===== config.mk =====
export PLATFORM = sky130hd
export DESIGN_NAME = backlight_i2c_register_interface
export DESIGN_NICKNAME = d
export VERILOG_FILES = /design/src/hdl/backlight_regs_pkg.sv /design/src/hdl/backlight_i2c_register_interface.sv
export SDC_FILE = /design/constraint.sdc
export NUM_CORES = 1
export LEC_CHECK = 0
export ABC_AREA = 1
export BUFFER_PORTS_ARGS = -buffer_cell sky130_fd_sc_hd__buf_2
export CELL_PAD_IN_SITES_DETAIL_PLACEMENT = 1
export CELL_PAD_IN_SITES_GLOBAL_PLACEMENT = 2
export CORE_MARGIN = 2
export CORE_UTILIZATION = 25
export CTS_CLUSTER_DIAMETER = 40
export DETAILED_ROUTE_END_ITERATION = 7
export PLACE_DENSITY_LB_ADDON = 0.1
export REMOVE_ABC_BUFFERS = 1
export SLEW_MARGIN = 10
export SYNTH_ARGS = -nofsm -noshare
export SYNTH_HDL_FRONTEND = slang
export SYNTH_SLANG_ARGS = --single-unit

===== constraint.sdc =====
create_clock -name ref_clk -period 9.9 [get_ports ref_clk]
set_input_delay 1.485 -clock ref_clk [delete_from_list [all_inputs] [get_ports ref_clk]]
set_output_delay 1.485 -clock ref_clk [all_outputs]
set_load 0.05 [all_outputs]

===== src/hdl/backlight_regs_pkg.sv =====
package backlight_regs_pkg;

	// register offsets (8-bit register address)
	localparam logic [7:0] OFS_BRIGHTNESS_LEVEL = 8'h00;
	localparam logic [7:0] OFS_LED_CURRENT_LEVEL = 8'h02;
	localparam logic [7:0] OFS_USER_SETUP_ONE = 8'h04;
	localparam logic [7:0] OFS_USER_SETUP_TWO = 8'h06;
	localparam logic [7:0] OFS_SUPPLY_ALERT_ENABLES = 8'h08;
	localparam logic [7:0] OFS_BOOST_ALERT_ENABLES = 8'h0a;
	localparam logic [7:0] OFS_LED_ALERT_ENABLES = 8'h0c;
	localparam logic [7:0] OFS_SUPPLY_FAULT_FLAGS = 8'h0e;
	localparam logic [7:0] OFS_BOOST_FAULT_FLAGS = 8'h10;
	localparam logic [7:0] OFS_LED_FAULT_FLAGS = 8'h12;
	localparam logic [7:0] OFS_STATE_MACHINE_DIAG = 8'h14;
	localparam logic [7:0] OFS_PWM_INPUT_DIAG = 8'h16;
	localparam logic [7:0] OFS_PWM_OUTPUT_DIAG = 8'h18;
	localparam logic [7:0] OFS_LED_CURRENT_DIAG = 8'h1a;
	localparam logic [7:0] OFS_ADAPTIVE_BOOST_DIAG = 8'h1c;
	localparam logic [7:0] OFS_AUTODETECT_DIAG = 8'h1e;
	localparam logic [7:0] OFS_LAST = 8'h1e;

	// reset values
	localparam logic [15:0] RST_BRIGHTNESS_LEVEL = 16'h0000;
	localparam logic [15:0] RST_LED_CURRENT_LEVEL = 16'h0fff;
	localparam logic [15:0] RST_USER_SETUP_ONE = 16'h08a3;
	localparam logic [15:0] RST_USER_SETUP_TWO = 16'h0000;
	// per group: fault enabled after reset (led fault 3 starts disabled)
	localparam logic [3:0] RST_SUPPLY_EN = 4'hf;
	localparam logic [3:0] RST_BOOST_EN = 4'hf;
	localparam logic [3:0] RST_LED_EN = 4'h7;
	localparam logic RST_GLOBAL_EN = 1'b1;

	// i2c target addresses
	localparam logic [6:0] TARGET_ADDR_LOW = 7'h2a;
	localparam logic [6:0] TARGET_ADDR_HIGH = 7'h2b;

	// field layout
	localparam int FAULTS_PER_GROUP = 4;
	localparam int FAULT_GROUPS = 3;
	localparam int GRP_SUPPLY = 0;
	localparam int GRP_BOOST = 1;
	localparam int GRP_LED = 2;
	localparam int I2C_ERROR_FAULT = 3; // supply group slot of the i2c timeout
	localparam int GLOBAL_EN_HI = 15;
	localparam int GLOBAL_EN_LO = 14;
	localparam int SRC_SEL_HI = 9;
	localparam int SRC_SEL_LO = 8;
	localparam int DITHER_HI = 4;
	localparam int DITHER_LO = 2;
	localparam logic [1:0] SRC_PWM_PIN = 2'h0;
	localparam logic [1:0] EN_READ_ON = 2'b10;
	localparam logic [1:0] EN_READ_OFF = 2'b00;
	localparam logic [1:0] EN_WRITE_OFF = 2'b01;
	localparam logic [1:0] EN_WRITE_ON = 2'b11;
	localparam logic [2:0] DITHER_MAX = 3'h3;
	localparam int DAC_BITS = 12;

	// timing
	localparam longint CLK_KHZ = 125000;
	localparam longint I2C_TIMEOUT_MS = 500;
	localparam longint I2C_TIMEOUT_CYCLES = I2C_TIMEOUT_MS * CLK_KHZ; // longest time
	localparam int PWM_WINDOW_BITS = 16;

	// resistor detection results
	typedef struct packed {
		logic [1:0] dim_mode;
		logic [2:0] detected_string_phasing;
		logic [2:0] detected_switch_rate;
		logic [2:0] detected_dim_rate;
	} detect_t;

	// open-drain data pin
	typedef struct packed {
		logic out;
		logic oe;
	} od_pin_t;

	typedef enum logic [3:0] {
		ST_IDLE, ST_ADDR, ST_ADDR_ACK, ST_REG, ST_REG_ACK,
		ST_WR, ST_WR_ACK, ST_RD, ST_RD_ACK
	} i2c_state_t;

endpackage : backlight_regs_pkg


===== src/hdl/backlight_i2c_register_interface.sv =====
// Functional notes
// - target answers at 7-bit address 0x2A or 0x2B, picked by mode resistor
// - write: address+W, register address, two value bytes
// - read: address+W, register address, address+R, two value bytes returned
// - configuration writes accepted in every operating state
// - device works without any serial access, from pins and resistors
// - alert pin asserts whenever an enabled fault flag is set and the global enable is on
// - fault flags in three readable registers: supply, boost, led
// - flag clears only when status and clear bits both written one
// - enabled fault reads its two-bit enable field as 2b'10
// - writing 2b'01 disables a fault's alert, 2b'11 enables it
// - global enable off keeps every fault off the alert pin
// - most fault enables are on after reset
// - diagnostic field shows live functional state code
// - pwm input duty measured and readable as 16-bit value
// - produced led pwm duty readable as 16-bit value
// - produced led current dac setting readable as 12-bit value
// - adaptive boost target readable as 10-bit value
// - resistor detection results readable as diagnostics
// - registers at even offsets 00h..1Eh, others reserved
// - brightness register holds 16-bit value, reset 0h
// - dither field adds up to 3 bits of pwm resolution
// - source field picks pwm pin or brightness register
// - source field 0h means brightness follows the pwm pin
// - bus open 500 ms without stop sets i2c error flag
`timescale 1ns/1ps
module backlight_i2c_register_interface #(
	parameter longint TIMEOUT_CYCLES = backlight_regs_pkg::I2C_TIMEOUT_CYCLES
) (
	input wire logic ref_clk, // device clock
	input wire logic rst, // async reset, active high
	input wire logic scl_in, // serial clock pin
	input wire logic sda_in, // serial data pin level
	output backlight_regs_pkg::od_pin_t sda_drv, // data pin pull-down and enable
	input wire logic addr_select, // mode resistor picks upper address
	input wire logic pwm_in, // pwm brightness pin
	input wire logic [3:0] supply_fault_evt, // supply fault detections
	input wire logic [3:0] boost_fault_evt, // boost fault detections
	input wire logic [3:0] led_fault_evt, // led fault detections
	input wire logic [3:0] current_state_code, // functional state machine state
	input wire logic [9:0] boost_target_value, // adaptive boost target
	input backlight_regs_pkg::detect_t detect_results, // resistor detection results
	output logic fault_alert_n, // alert to host, low when active
	output logic [15:0] output_duty_value, // led pwm duty in use
	output logic [11:0] current_dac_value, // led current dac in use
	output logic [2:0] ramp_duration_select, // brightness ramp duration
	output logic s_curve_ramp_on, // s-shape ramp smoothing
	output logic [1:0] spectrum_spread_rate // spread modulation rate
);
	import backlight_regs_pkg::*;

	logic [2:0] scl_sync_reg;
	logic [2:0] sda_sync_reg;
	logic [2:0] pwm_sync_reg;
	logic scl_reg;
	logic sda_reg;
	logic pwm_reg;
	logic scl_prev_reg;
	logic sda_prev_reg;
	logic scl_rise;
	logic scl_fall;
	logic start_det;
	logic stop_det;
	i2c_state_t state_reg;
	logic [3:0] bit_cnt_reg;
	logic [7:0] shift_reg;
	logic [7:0] tx_reg;
	logic [7:0] ptr_reg;
	logic [7:0] wr_hi_reg;
	logic [1:0] byte_idx_reg;
	logic rw_reg;
	logic nack_reg;
	logic wr_pulse_reg;
	logic [15:0] wr_data_reg;
	logic bus_open_reg;
	logic [31:0] open_cnt_reg;
	logic timeout_reg;
	logic [15:0] brightness_level_reg;
	logic [15:0] led_current_level_reg;
	logic [15:0] user_setup_one_reg;
	logic [15:0] user_setup_two_reg;
	logic [FAULT_GROUPS-1:0][FAULTS_PER_GROUP-1:0] en_reg;
	logic global_en_reg;
	logic [FAULT_GROUPS-1:0][FAULTS_PER_GROUP-1:0] flag_reg;
	logic [FAULT_GROUPS-1:0][FAULTS_PER_GROUP-1:0] fault_evt;
	logic [PWM_WINDOW_BITS-1:0] win_cnt_reg;
	logic [PWM_WINDOW_BITS-1:0] high_cnt_reg;
	logic [PWM_WINDOW_BITS-1:0] pwm_duty_reg;
	logic [15:0] duty_next;
	logic [15:0] rd_word;
	logic [6:0] own_addr;
	logic [1:0] brightness_source_select;
	logic [2:0] dither_select;

	// register address to register word index, or -1 when unmapped
	function automatic int reg_index(input logic [7:0] a);
		if (a[0] == 1'b0 && a <= OFS_LAST)
			return int'(a[7:1]);
		return -1;
	endfunction : reg_index

	// 2-bit enable field read value per fault
	function automatic logic [1:0] en_field(input logic en);
		return en ? EN_READ_ON : EN_READ_OFF;
	endfunction : en_field

	// clear the low pwm bits that the chosen dither depth does not reach
	function automatic logic [15:0] apply_dither(input logic [15:0] v, input logic [2:0] d);
		logic [2:0] dd;
		dd = (d > DITHER_MAX) ? DITHER_MAX : d;
		return v & (16'hffff << (DITHER_MAX - dd));
	endfunction : apply_dither

	// enable register word for one group, global enable in the supply word
	function automatic logic [15:0] en_word(input logic [3:0] en, input logic glb, input logic top);
		logic [15:0] w;
		w = 16'h0000;
		for (int k = 0; k < FAULTS_PER_GROUP; k++)
			w[2*k +: 2] = en_field(en[k]);
		if (top)
			w[GLOBAL_EN_HI:GLOBAL_EN_LO] = en_field(glb);
		return w;
	endfunction : en_word

	// status word: flag at odd bit, paired clear bit reads zero
	function automatic logic [15:0] flag_word(input logic [3:0] f);
		logic [15:0] w;
		w = 16'h0000;
		for (int k = 0; k < FAULTS_PER_GROUP; k++)
			w[2*k+1] = f[k];
		return w;
	endfunction : flag_word

	// read mux over the register map
	function automatic logic [15:0] read_word(input logic [7:0] a);
		logic [15:0] w;
		w = 16'h0000;
		unique case (a)
			OFS_BRIGHTNESS_LEVEL: w = brightness_level_reg;
			OFS_LED_CURRENT_LEVEL: w = led_current_level_reg;
			OFS_USER_SETUP_ONE: w = user_setup_one_reg;
			OFS_USER_SETUP_TWO: w = user_setup_two_reg;
			OFS_SUPPLY_ALERT_ENABLES: w = en_word(en_reg[GRP_SUPPLY], global_en_reg, 1'b1);
			OFS_BOOST_ALERT_ENABLES: w = en_word(en_reg[GRP_BOOST], 1'b0, 1'b0);
			OFS_LED_ALERT_ENABLES: w = en_word(en_reg[GRP_LED], 1'b0, 1'b0);
			OFS_SUPPLY_FAULT_FLAGS: w = flag_word(flag_reg[GRP_SUPPLY]);
			OFS_BOOST_FAULT_FLAGS: w = flag_word(flag_reg[GRP_BOOST]);
			OFS_LED_FAULT_FLAGS: w = flag_word(flag_reg[GRP_LED]);
			OFS_STATE_MACHINE_DIAG: w = {12'h000, current_state_code};
			OFS_PWM_INPUT_DIAG: w = pwm_duty_reg;
			OFS_PWM_OUTPUT_DIAG: w = output_duty_value;
			OFS_LED_CURRENT_DIAG: w = {4'h0, current_dac_value};
			OFS_ADAPTIVE_BOOST_DIAG: w = {6'h00, boost_target_value};
			OFS_AUTODETECT_DIAG: w = {5'h00, detect_results};
			default: w = 16'h0000;
		endcase
		return w;
	endfunction : read_word

	// word at the register pointer, source of read data
	always_comb
		rd_word = read_word(ptr_reg);

	// three-flop pin synchronisers, a change counts once stages two and three agree
	always_ff @(posedge ref_clk or posedge rst)
	begin
		if (rst)
		begin
			scl_sync_reg <= 3'h7;
			sda_sync_reg <= 3'h7;
			pwm_sync_reg <= 3'h0;
			scl_reg <= 1'b1;
			sda_reg <= 1'b1;
			pwm_reg <= 1'b0;
			scl_prev_reg <= 1'b1;
			sda_prev_reg <= 1'b1;
		end
		else
		begin
			scl_sync_reg <= {scl_sync_reg[1:0], scl_in};
			sda_sync_reg <= {sda_sync_reg[1:0], sda_in};
			pwm_sync_reg <= {pwm_sync_reg[1:0], pwm_in};
			if (scl_sync_reg[1] == scl_sync_reg[2])
				scl_reg <= scl_sync_reg[2];
			if (sda_sync_reg[1] == sda_sync_reg[2])
				sda_reg <= sda_sync_reg[2];
			if (pwm_sync_reg[1] == pwm_sync_reg[2])
				pwm_reg <= pwm_sync_reg[2];
			scl_prev_reg <= scl_reg;
			sda_prev_reg <= sda_reg;
		end
	end

	// bus events
	assign scl_rise = scl_reg & ~scl_prev_reg;
	assign scl_fall = ~scl_reg & scl_prev_reg;
	assign start_det = scl_reg & scl_prev_reg & sda_prev_reg & ~sda_reg;
	assign stop_det = scl_reg & scl_prev_reg & ~sda_prev_reg & sda_reg;
	assign own_addr = addr_select ? TARGET_ADDR_HIGH : TARGET_ADDR_LOW;

	// open-bus watchdog: start opens, stop closes, 500 ms open sets the error
	always_ff @(posedge ref_clk or posedge rst)
	begin
		if (rst)
		begin
			bus_open_reg <= 1'b0;
			open_cnt_reg <= 32'h0;
			timeout_reg <= 1'b0;
		end
		else
		begin
			timeout_reg <= 1'b0;
			if (start_det)
			begin
				bus_open_reg <= 1'b1;
				open_cnt_reg <= 32'h0;
			end
			else if (stop_det)
				bus_open_reg <= 1'b0;
			else if (bus_open_reg)
			begin
				if (open_cnt_reg >= 32'(TIMEOUT_CYCLES - 1))
				begin
					bus_open_reg <= 1'b0;
					timeout_reg <= 1'b1;
				end
				else
					open_cnt_reg <= open_cnt_reg + 32'h1;
			end
		end
	end

	// serial target state machine: bits sampled on scl rise, driven after scl fall
	always_ff @(posedge ref_clk or posedge rst)
	begin
		if (rst)
		begin
			state_reg <= ST_IDLE;
			bit_cnt_reg <= 4'h0;
			shift_reg <= 8'h00;
			tx_reg <= 8'h00;
			ptr_reg <= 8'h00;
			wr_hi_reg <= 8'h00;
			byte_idx_reg <= 2'h0;
			rw_reg <= 1'b0;
			nack_reg <= 1'b0;
			wr_pulse_reg <= 1'b0;
			wr_data_reg <= 16'h0000;
			sda_drv <= '0;
		end
		else
		begin
			wr_pulse_reg <= 1'b0;
			if (start_det)
			begin
				state_reg <= ST_ADDR; // repeated start lands here too
				bit_cnt_reg <= 4'h0;
				sda_drv <= '0;
			end
			else if (stop_det || timeout_reg)
			begin
				state_reg <= ST_IDLE;
				sda_drv <= '0;
			end
			else if (scl_rise)
			begin
				unique case (state_reg)
					ST_ADDR, ST_REG, ST_WR:
					begin
						shift_reg <= {shift_reg[6:0], sda_reg};
						bit_cnt_reg <= bit_cnt_reg + 4'h1;
					end
					ST_RD: bit_cnt_reg <= bit_cnt_reg + 4'h1;
					ST_RD_ACK: nack_reg <= sda_reg;
					default: ;
				endcase
			end
			else if (scl_fall)
			begin
				unique case (state_reg)
					ST_ADDR:
						if (bit_cnt_reg == 4'h8)
						begin
							if (shift_reg[7:1] == own_addr)
							begin
								state_reg <= ST_ADDR_ACK;
								rw_reg <= shift_reg[0];
								sda_drv <= '{out: 1'b0, oe: 1'b1};
							end
							else
								state_reg <= ST_IDLE;
						end
					ST_ADDR_ACK:
					begin
						bit_cnt_reg <= 4'h0;
						if (rw_reg)
						begin
							state_reg <= ST_RD;
							tx_reg <= rd_word[15:8];
							byte_idx_reg <= 2'h0;
							sda_drv <= '{out: 1'b0, oe: ~rd_word[15]};
						end
						else
						begin
							state_reg <= ST_REG;
							sda_drv <= '0;
						end
					end
					ST_REG:
						if (bit_cnt_reg == 4'h8)
						begin
							state_reg <= ST_REG_ACK;
							ptr_reg <= shift_reg;
							sda_drv <= '{out: 1'b0, oe: 1'b1};
						end
					ST_REG_ACK:
					begin
						state_reg <= ST_WR;
						bit_cnt_reg <= 4'h0;
						byte_idx_reg <= 2'h0;
						sda_drv <= '0;
					end
					ST_WR:
						if (bit_cnt_reg == 4'h8)
						begin
							state_reg <= ST_WR_ACK;
							sda_drv <= '{out: 1'b0, oe: 1'b1};
							if (byte_idx_reg == 2'h0)
								wr_hi_reg <= shift_reg;
							else if (byte_idx_reg == 2'h1)
							begin
								wr_data_reg <= {wr_hi_reg, shift_reg};
								wr_pulse_reg <= 1'b1;
							end
						end
					ST_WR_ACK:
					begin
						state_reg <= ST_WR;
						bit_cnt_reg <= 4'h0;
						sda_drv <= '0;
						if (byte_idx_reg != 2'h2)
							byte_idx_reg <= byte_idx_reg + 2'h1;
					end
					ST_RD:
						if (bit_cnt_reg == 4'h8)
						begin
							state_reg <= ST_RD_ACK;
							sda_drv <= '0;
						end
						else
						begin
							tx_reg <= {tx_reg[6:0], 1'b0};
							sda_drv <= '{out: 1'b0, oe: ~tx_reg[6]};
						end
					ST_RD_ACK:
						if (nack_reg)
							state_reg <= ST_IDLE;
						else
						begin
							state_reg <= ST_RD;
							bit_cnt_reg <= 4'h0;
							// second byte is the low half, later bytes read 80h (first bit released, rest pulled low)
							tx_reg <= (byte_idx_reg == 2'h0) ? rd_word[7:0] : 8'h00;
							sda_drv <= '{out: 1'b0,
								oe: (byte_idx_reg == 2'h0) ? ~rd_word[7] : 1'b0};
							byte_idx_reg <= 2'h1;
						end
					default: ;
				endcase
			end
		end
	end

	// configuration registers, writable whatever the functional state
	always_ff @(posedge ref_clk or posedge rst)
	begin
		if (rst)
		begin
			brightness_level_reg <= RST_BRIGHTNESS_LEVEL;
			led_current_level_reg <= RST_LED_CURRENT_LEVEL;
			user_setup_one_reg <= RST_USER_SETUP_ONE;
			user_setup_two_reg <= RST_USER_SETUP_TWO;
		end
		else if (wr_pulse_reg)
		begin
			unique case (ptr_reg)
				OFS_BRIGHTNESS_LEVEL: brightness_level_reg <= wr_data_reg;
				OFS_LED_CURRENT_LEVEL: led_current_level_reg <= wr_data_reg;
				OFS_USER_SETUP_ONE: user_setup_one_reg <= wr_data_reg;
				OFS_USER_SETUP_TWO: user_setup_two_reg <= wr_data_reg;
				default: ;
			endcase
		end
	end

	// alert enables: 01 turns a fault off, 11 on, other codes leave it
	always_ff @(posedge ref_clk or posedge rst)
	begin
		if (rst)
		begin
			en_reg[GRP_SUPPLY] <= RST_SUPPLY_EN;
			en_reg[GRP_BOOST] <= RST_BOOST_EN;
			en_reg[GRP_LED] <= RST_LED_EN;
			global_en_reg <= RST_GLOBAL_EN;
		end
		else if (wr_pulse_reg)
		begin
			for (int g = 0; g < FAULT_GROUPS; g++)
				if (reg_index(ptr_reg) == reg_index(OFS_SUPPLY_ALERT_ENABLES) + g)
					for (int k = 0; k < FAULTS_PER_GROUP; k++)
					begin
						if (wr_data_reg[2*k +: 2] == EN_WRITE_OFF)
							en_reg[g][k] <= 1'b0;
						else if (wr_data_reg[2*k +: 2] == EN_WRITE_ON)
							en_reg[g][k] <= 1'b1;
					end
			if (ptr_reg == OFS_SUPPLY_ALERT_ENABLES)
			begin
				if (wr_data_reg[GLOBAL_EN_HI:GLOBAL_EN_LO] == EN_WRITE_OFF)
					global_en_reg <= 1'b0;
				else if (wr_data_reg[GLOBAL_EN_HI:GLOBAL_EN_LO] == EN_WRITE_ON)
					global_en_reg <= 1'b1;
			end
		end
	end

	// fault events per group, the i2c timeout joins the supply group
	assign fault_evt[GRP_SUPPLY] = supply_fault_evt | (4'(timeout_reg) << I2C_ERROR_FAULT);
	assign fault_evt[GRP_BOOST] = boost_fault_evt;
	assign fault_evt[GRP_LED] = led_fault_evt;

	// sticky fault flags: clear needs status and clear bit both one, a new event wins
	always_ff @(posedge ref_clk or posedge rst)
	begin
		if (rst)
			flag_reg <= '0;
		else
			for (int g = 0; g < FAULT_GROUPS; g++)
				for (int k = 0; k < FAULTS_PER_GROUP; k++)
					if (fault_evt[g][k])
						flag_reg[g][k] <= 1'b1;
					else if (wr_pulse_reg
						&& reg_index(ptr_reg) == reg_index(OFS_SUPPLY_FAULT_FLAGS) + g
						&& wr_data_reg[2*k+1] && wr_data_reg[2*k])
						flag_reg[g][k] <= 1'b0;
	end

	// alert pin: any enabled flag while the global enable is on
	always_ff @(posedge ref_clk or posedge rst)
	begin
		if (rst)
			fault_alert_n <= 1'b1;
		else
			fault_alert_n <= ~(global_en_reg && |(flag_reg & en_reg));
	end

	// pwm input duty: high samples counted over a 2^16-cycle window
	always_ff @(posedge ref_clk or posedge rst)
	begin
		if (rst)
		begin
			win_cnt_reg <= '0;
			high_cnt_reg <= '0;
			pwm_duty_reg <= '0;
		end
		else
		begin
			win_cnt_reg <= win_cnt_reg + 16'h1;
			if (win_cnt_reg == '1)
			begin
				// saturate so a pin held high reads full scale, not zero
				pwm_duty_reg <= (&high_cnt_reg) ? high_cnt_reg : high_cnt_reg + 16'(pwm_reg);
				high_cnt_reg <= '0;
			end
			else
				high_cnt_reg <= high_cnt_reg + 16'(pwm_reg);
		end
	end

	// brightness source and dither pick the produced duty
	assign brightness_source_select = user_setup_one_reg[SRC_SEL_HI:SRC_SEL_LO];
	assign dither_select = user_setup_one_reg[DITHER_HI:DITHER_LO];
	always_comb
	begin
		if (brightness_source_select == SRC_PWM_PIN)
			duty_next = apply_dither(pwm_duty_reg, dither_select);
		else
			duty_next = apply_dither(brightness_level_reg, dither_select);
	end

	// produced duty and current, steered by registers
	always_ff @(posedge ref_clk or posedge rst)
	begin
		if (rst)
		begin
			output_duty_value <= 16'h0000;
			current_dac_value <= 12'h000;
			ramp_duration_select <= 3'h0;
			s_curve_ramp_on <= 1'b0;
			spectrum_spread_rate <= 2'h0;
		end
		else
		begin
			output_duty_value <= duty_next;
			current_dac_value <= led_current_level_reg[DAC_BITS-1:0];
			ramp_duration_select <= user_setup_one_reg[7:5];
			s_curve_ramp_on <= user_setup_one_reg[1];
			spectrum_spread_rate <= user_setup_one_reg[13:12];
		end
	end

endmodule : backlight_i2c_register_interface


Yosys cells after proc, flatten, opt, wreduce, memory -nomap -nowiden

Cells that the tools add are included.
W data, S select, Z words.

Bits in registers: 282
Bits of input ports: 43
Output and inout port bits: 37
Word-level logic and storage cells: 426

Add/sub/neg operators: 6
Magnitude comparators: 3
Equal/unequal tests: 73
Shift operators: 1
Mux-type cells: 154
Bitwise gates (word level): 24
Reduce and logical (&&, ||, !) cells: 103

Operator list:

| operator                | count |
|---|---|
| $mux W32                | 30 |
| $eq A32 B5 Y1 const B   | 8 |
| $pmux W16 S16           | 1 |
| $eq A32 B4 Y1 const B   | 7 |
| $mux W1                 | 68 |
| $eq A8 B5 Y1 const B    | 8 |
| $mux W4                 | 14 |
| $mux W2                 | 25 |
| $mux W16                | 3 |
| $reduce_and A3 Y1       | 14 |
| $logic_and A1 B1 Y1     | 38 |
| $reduce_bool A2 Y1      | 18 |
| $mux W7                 | 5 |
| $add A32 B1 Y32 const B | 1 |
| $and A16 B16 Y16        | 2 |
| $eq A8 B4 Y1 const B    | 4 |
| $ge A32 B26 Y1 const B  | 1 |
| $ne A4 B4 Y1 const B    | 7 |
| $pmux W4 S7             | 1 |
| $reduce_and A7 Y1       | 4 |
| $reduce_and A8 Y1       | 3 |
| $pmux W7 S3             | 1 |
| $add A16 B1 Y16         | 1 |
| $add A16 B1 Y16 const B | 1 |
| other kinds (45)        | 99 |

Longest topological paths before layout

Depth in word-level cells: 12
Mapped depth: 14
Mapped depth without buffers: 13

Worst setup path before layout

OpenSTA, ideal clock, no wires.

Path kind: input port to flip-flop
Start: input addr_select
End: register sda_drv[0] (netlist bit)
Setup time: 0.122 ns
Arrival time: 2.100 ns
Required time: 9.778 ns
Path slack: 7.678 ns
Stages on the path: 8
Path buffers: 0
Cell sequence: inv_1 > nand2_1 > nand2_1 > nand4_1 > a21oi_1 > nand3_1 > nor2_1 > a21oi_1

Cells in the longest elaborated chain, start to end: 4

RTL lines:

| element                            | RTL line                                | text |
|---|---|---|
| from (decl)                        | backlight_i2c_register_interface.sv:35  | `input wire logic addr_select,` |
| $mux W1                            | backlight_i2c_register_interface.sv:199 | `assign own_addr = addr_select ? TARGET_ADDR_HIGH : TARGET_ADDR_LOW;` |
| $eq A7 B6 Y1                       | backlight_i2c_register_interface.sv:284 | `if (shift_reg[7:1] == own_addr)` |
| $ne A4 B4 Y1 (no source line)      | n/a                                     |  |
| $reduce_and A7 Y1 (no source line) | n/a                                     |  |
| to (signal assigned)               | backlight_i2c_register_interface.sv:288 | `sda_drv <= '{out: 1'b0, oe: 1'b1};` |
| to (signal assigned)               | backlight_i2c_register_interface.sv:301 | `sda_drv <= '{out: 1'b0, oe: ~rd_word[15]};` |
| to (signal assigned)               | backlight_i2c_register_interface.sv:314 | `sda_drv <= '{out: 1'b0, oe: 1'b1};` |
| to (decl)                          | backlight_i2c_register_interface.sv:34  | `output backlight_regs_pkg::od_pin_t sda_drv,` |

Every way passes these cells.
A chain may end at the register's enable or synchronous reset.

Final worst setup path

Start: register fault_alert_n
End: output fault_alert_n

RTL lines:

| element                | RTL line                                | text |
|---|---|---|
| from (decl)            | backlight_i2c_register_interface.sv:43  | `output logic fault_alert_n,` |
| from (signal assigned) | backlight_i2c_register_interface.sv:454 | `fault_alert_n <= ~(global_en_reg && \|(flag_reg & en_reg));` |

No word-level cell between the ends.

==> flow_summary.toml <==
[setup_path]
crit_chain = "buf_2"
cp.required_ps = 8420
crit_family = "flip-flops"
cp_max_fo = 1
crit_buf_inv = 1
critPathArrivalTime_ps = 1320
worstReg2RegEnd = "ptr_reg[2]"
startpoint_type = "flip-flop"
critPathKind = "flip-flop to output port"
reg2reg_slack_ps = 7370
r2r-start = "scl_reg"
critical_path_depth = 1
end_kind = "output port"
slowest_delay_ps = 500
r2r_cells = 10
cpMaxStageDelayCell = "dfstp_2"

[floorplan]
dieArea_um2 = 58060
fp-row-count = 86
core_area_um2 = 55310
die_width_um = 241.0
num_io_pins = 80
fp.dieH_um = 241.0
initial_core_util_pct = 25.38

[logic_synthesis]
synth-main-ff-cell = "dfrtp_1"
ys_ff_latch = 281
synthDistinctLibCells = 51
syn_area_um2 = 14040
syn_inst = 1730
synth_edf_count = 0
async_reset_ff_share_pct = 100.0
syn_avg_cell_area_um2 = 8.114
yosysWarnings = 0
yosysSeqAreaShare_pct = 50.45

[power_and_ir_drop]
power_leakage_nw = 8.228
cell_internal_pwr_mw = 2.776
switching_share_pct = 25.66
clkPwrFrac_pct = 58.9
power.density_nw_per_um2 = 214.8
vdd_ir_drop_max_mv = 0.1194
p_switching_uw = 958.5
seqPwrFrac_pct = 33.9
comb_power_share_pct = 7.1

[routing]
antenna_left = 0
drt_pre_antenna_iters = 5
drc = 0
routedWlPerCell_um = 18.92
drt_iter0_drc = 594
viasPerCell = 4.525
vias = 11920
routed_wl_um = 49840

[worst_hold_path]
whs_path_depth = 0
hold_path.startpoint = "pwm_sync_reg[0]"
hold_path_class = "flip-flop to flip-flop"
holdPathEnd = "pwm_sync_reg[1]"

[clock_network]
h-tree-depth = 3
cts_buffer_depth = 3
holdBufCountCts = 0
cts_tree = "built"
insertion_delay_ps = 580
cts-buffers-inserted = 68
cts_setup_buffers = 0
numClockSinks = 281
clkTransAtPathRegs_ps = 50
cts_root_buffer = "clkbuf_16"
ctsResizeCount = 0

[timing]
setup_viol = 0
skew_ps = 16.77
tightest_slew_ps = 798.6
relSlewSlack_pct = 46.76
fmax_mhz = 356.1
worst_slack_ps = 7092
slew_viol_final = 0
fin_crit_ps = 2808
fin_crit_sh_pct = 28.37
hold_viol = 0
worst_hold_slack_ps = 346.6
setup_tns_ps = 0
rsz0062_at_grt = "no"

[placed_design]
gp_congestion = 0.7665
place_ws_ps = 6800
port-buffer-count = 78
hpwl_um = 34900

[global_routing]
grt_pass1_vias = 12790
track_usage_pct = 17.94
antenna_found_initial = 0
grt_max_degree = 125
grt-ovfl-total = 0
grt_pass1_wl_um = 78150

[final_layout]
nets = 1887
area_growth_pct = 23.86
diodes = 0
drive_above_1_share_pct = 16.65
largest_reg_flops = 32

[job]
cap_violations = 0

[status]
status = "finished, final reports clean"
==> routing by layer <==
metal  share of wire [%]  GRT usage (%)  vias up
met5                   0              0        -
met4                 1.8          4.714        0
met3                 3.4          3.591       74
met2                  47          29.62      164
met1                  48          23.94     5870
li1                    -              -     5812
==> layout by cell type, fill, tap and decap left out, types with 9 or more instances in the layout <==
master,n
nand2_1,464
clkbuf_16,68
clkbuf_8,12
nor2_2,10
nand4_1,23
clkinv_2,9
nor2_1,202
inv_1,153
ha_1,13
nor3_1,23
clkbuf_1,14
buf_4,10
a31oi_1,12
o21ai_0,95
dfstp_2,40
nand3_1,174
dfrtp_1,241
inv_2,12
buf_2,78
o21ai_1,36
xor2_1,30
xnor2_1,14
a21oi_1,33
==> Yosys cell counts (7+ instances only) <==
library cell / n / share of area, %
inv_2: 12 / 0.32
nand4_1: 23 / 1.0
buf_4: 9 / 0.48
a21oi_1: 33 / 1.2
dfstp_2: 40 / 7.5
dfrtp_1: 241 / 43
nor2_4: 7 / 0.56
nand3_1: 174 / 6.2
clkbuf_1: 12 / 0.32
xnor2_1: 14 / 0.87
ha_1: 13 / 1.2
nor2_2: 11 / 0.49
nand2_1: 464 / 12
inv_1: 154 / 4.1
o21ai_2: 8 / 0.50
nand2_4: 8 / 0.64
buf_2: 29 / 1.0
a31oi_1: 12 / 0.53
o21ai_1: 36 / 1.3
nor2_1: 202 / 5.4
xor2_1: 30 / 1.9
o21ai_0: 95 / 3.4
buf_6: 8 / 0.64
nor3_1: 23 / 0.82
==> area by class of cell <==
type	count	area [µm²]
Clock inverter	31	344.1
Tap cell	748	935.9
Sequential cell	281	7082
Inverter	169	644.4
Clock buffer	94	1919
Timing Repair Buffer	89	485.5
Multi-Input combinational cell	1222	5976
Fill cell	6604	37920
==> power groups by stage <==
stage	clock (mW)	sequential (mW)	combinational [mW]
floorplan	0	1.27	0.185
global placement	0	1.28	0.271
detailed placement	0	1.28	0.276
CTS	2.27	1.27	0.278
global route	2.32	1.28	0.311
finish	2.20	1.27	0.266
==> worst max path at each step <==
stage	to	slack, ps	from
floorplan	bit_cnt_reg[0]	730	rst
global placement	brightness_level_reg[2]	6800	rst
detailed placement	output_duty_value[0]	6800	rst
CTS	fault_alert_n	7050	fault_alert_n
global route	output_duty_value[12]	7040	output_duty_value[12]
finish	fault_alert_n	7090	fault_alert_n
==> through the flow <==
stage / cells / instance area [µm²] / total power, mW / util, %
final: 2634 / 17390 / 3.735 / 31.44
after detailed placement: 2509 / 15120 / 1.560 / 27.34
after CTS: 2634 / 17390 / 3.813 / 31.44
after global placement: 2509 / 15120 / 1.554 / 27.34
after floorplan: 1672 / 13690 / 1.456 / -
after global routing: 2634 / 17390 / 3.912 / 31.44
==> cell families after synthesis <==
kind of cell	share of synthesized area, %
muxes	0.3833
xor gates and xnor gates	2.745
other	0.02671
adders and majority gates	1.373
DFF	50.45
and+or+nand+nor	29.86
buffers and inverters	7.015
AOI/OAI and AO/OA	8.147
(Power assumes the default switching activity.)
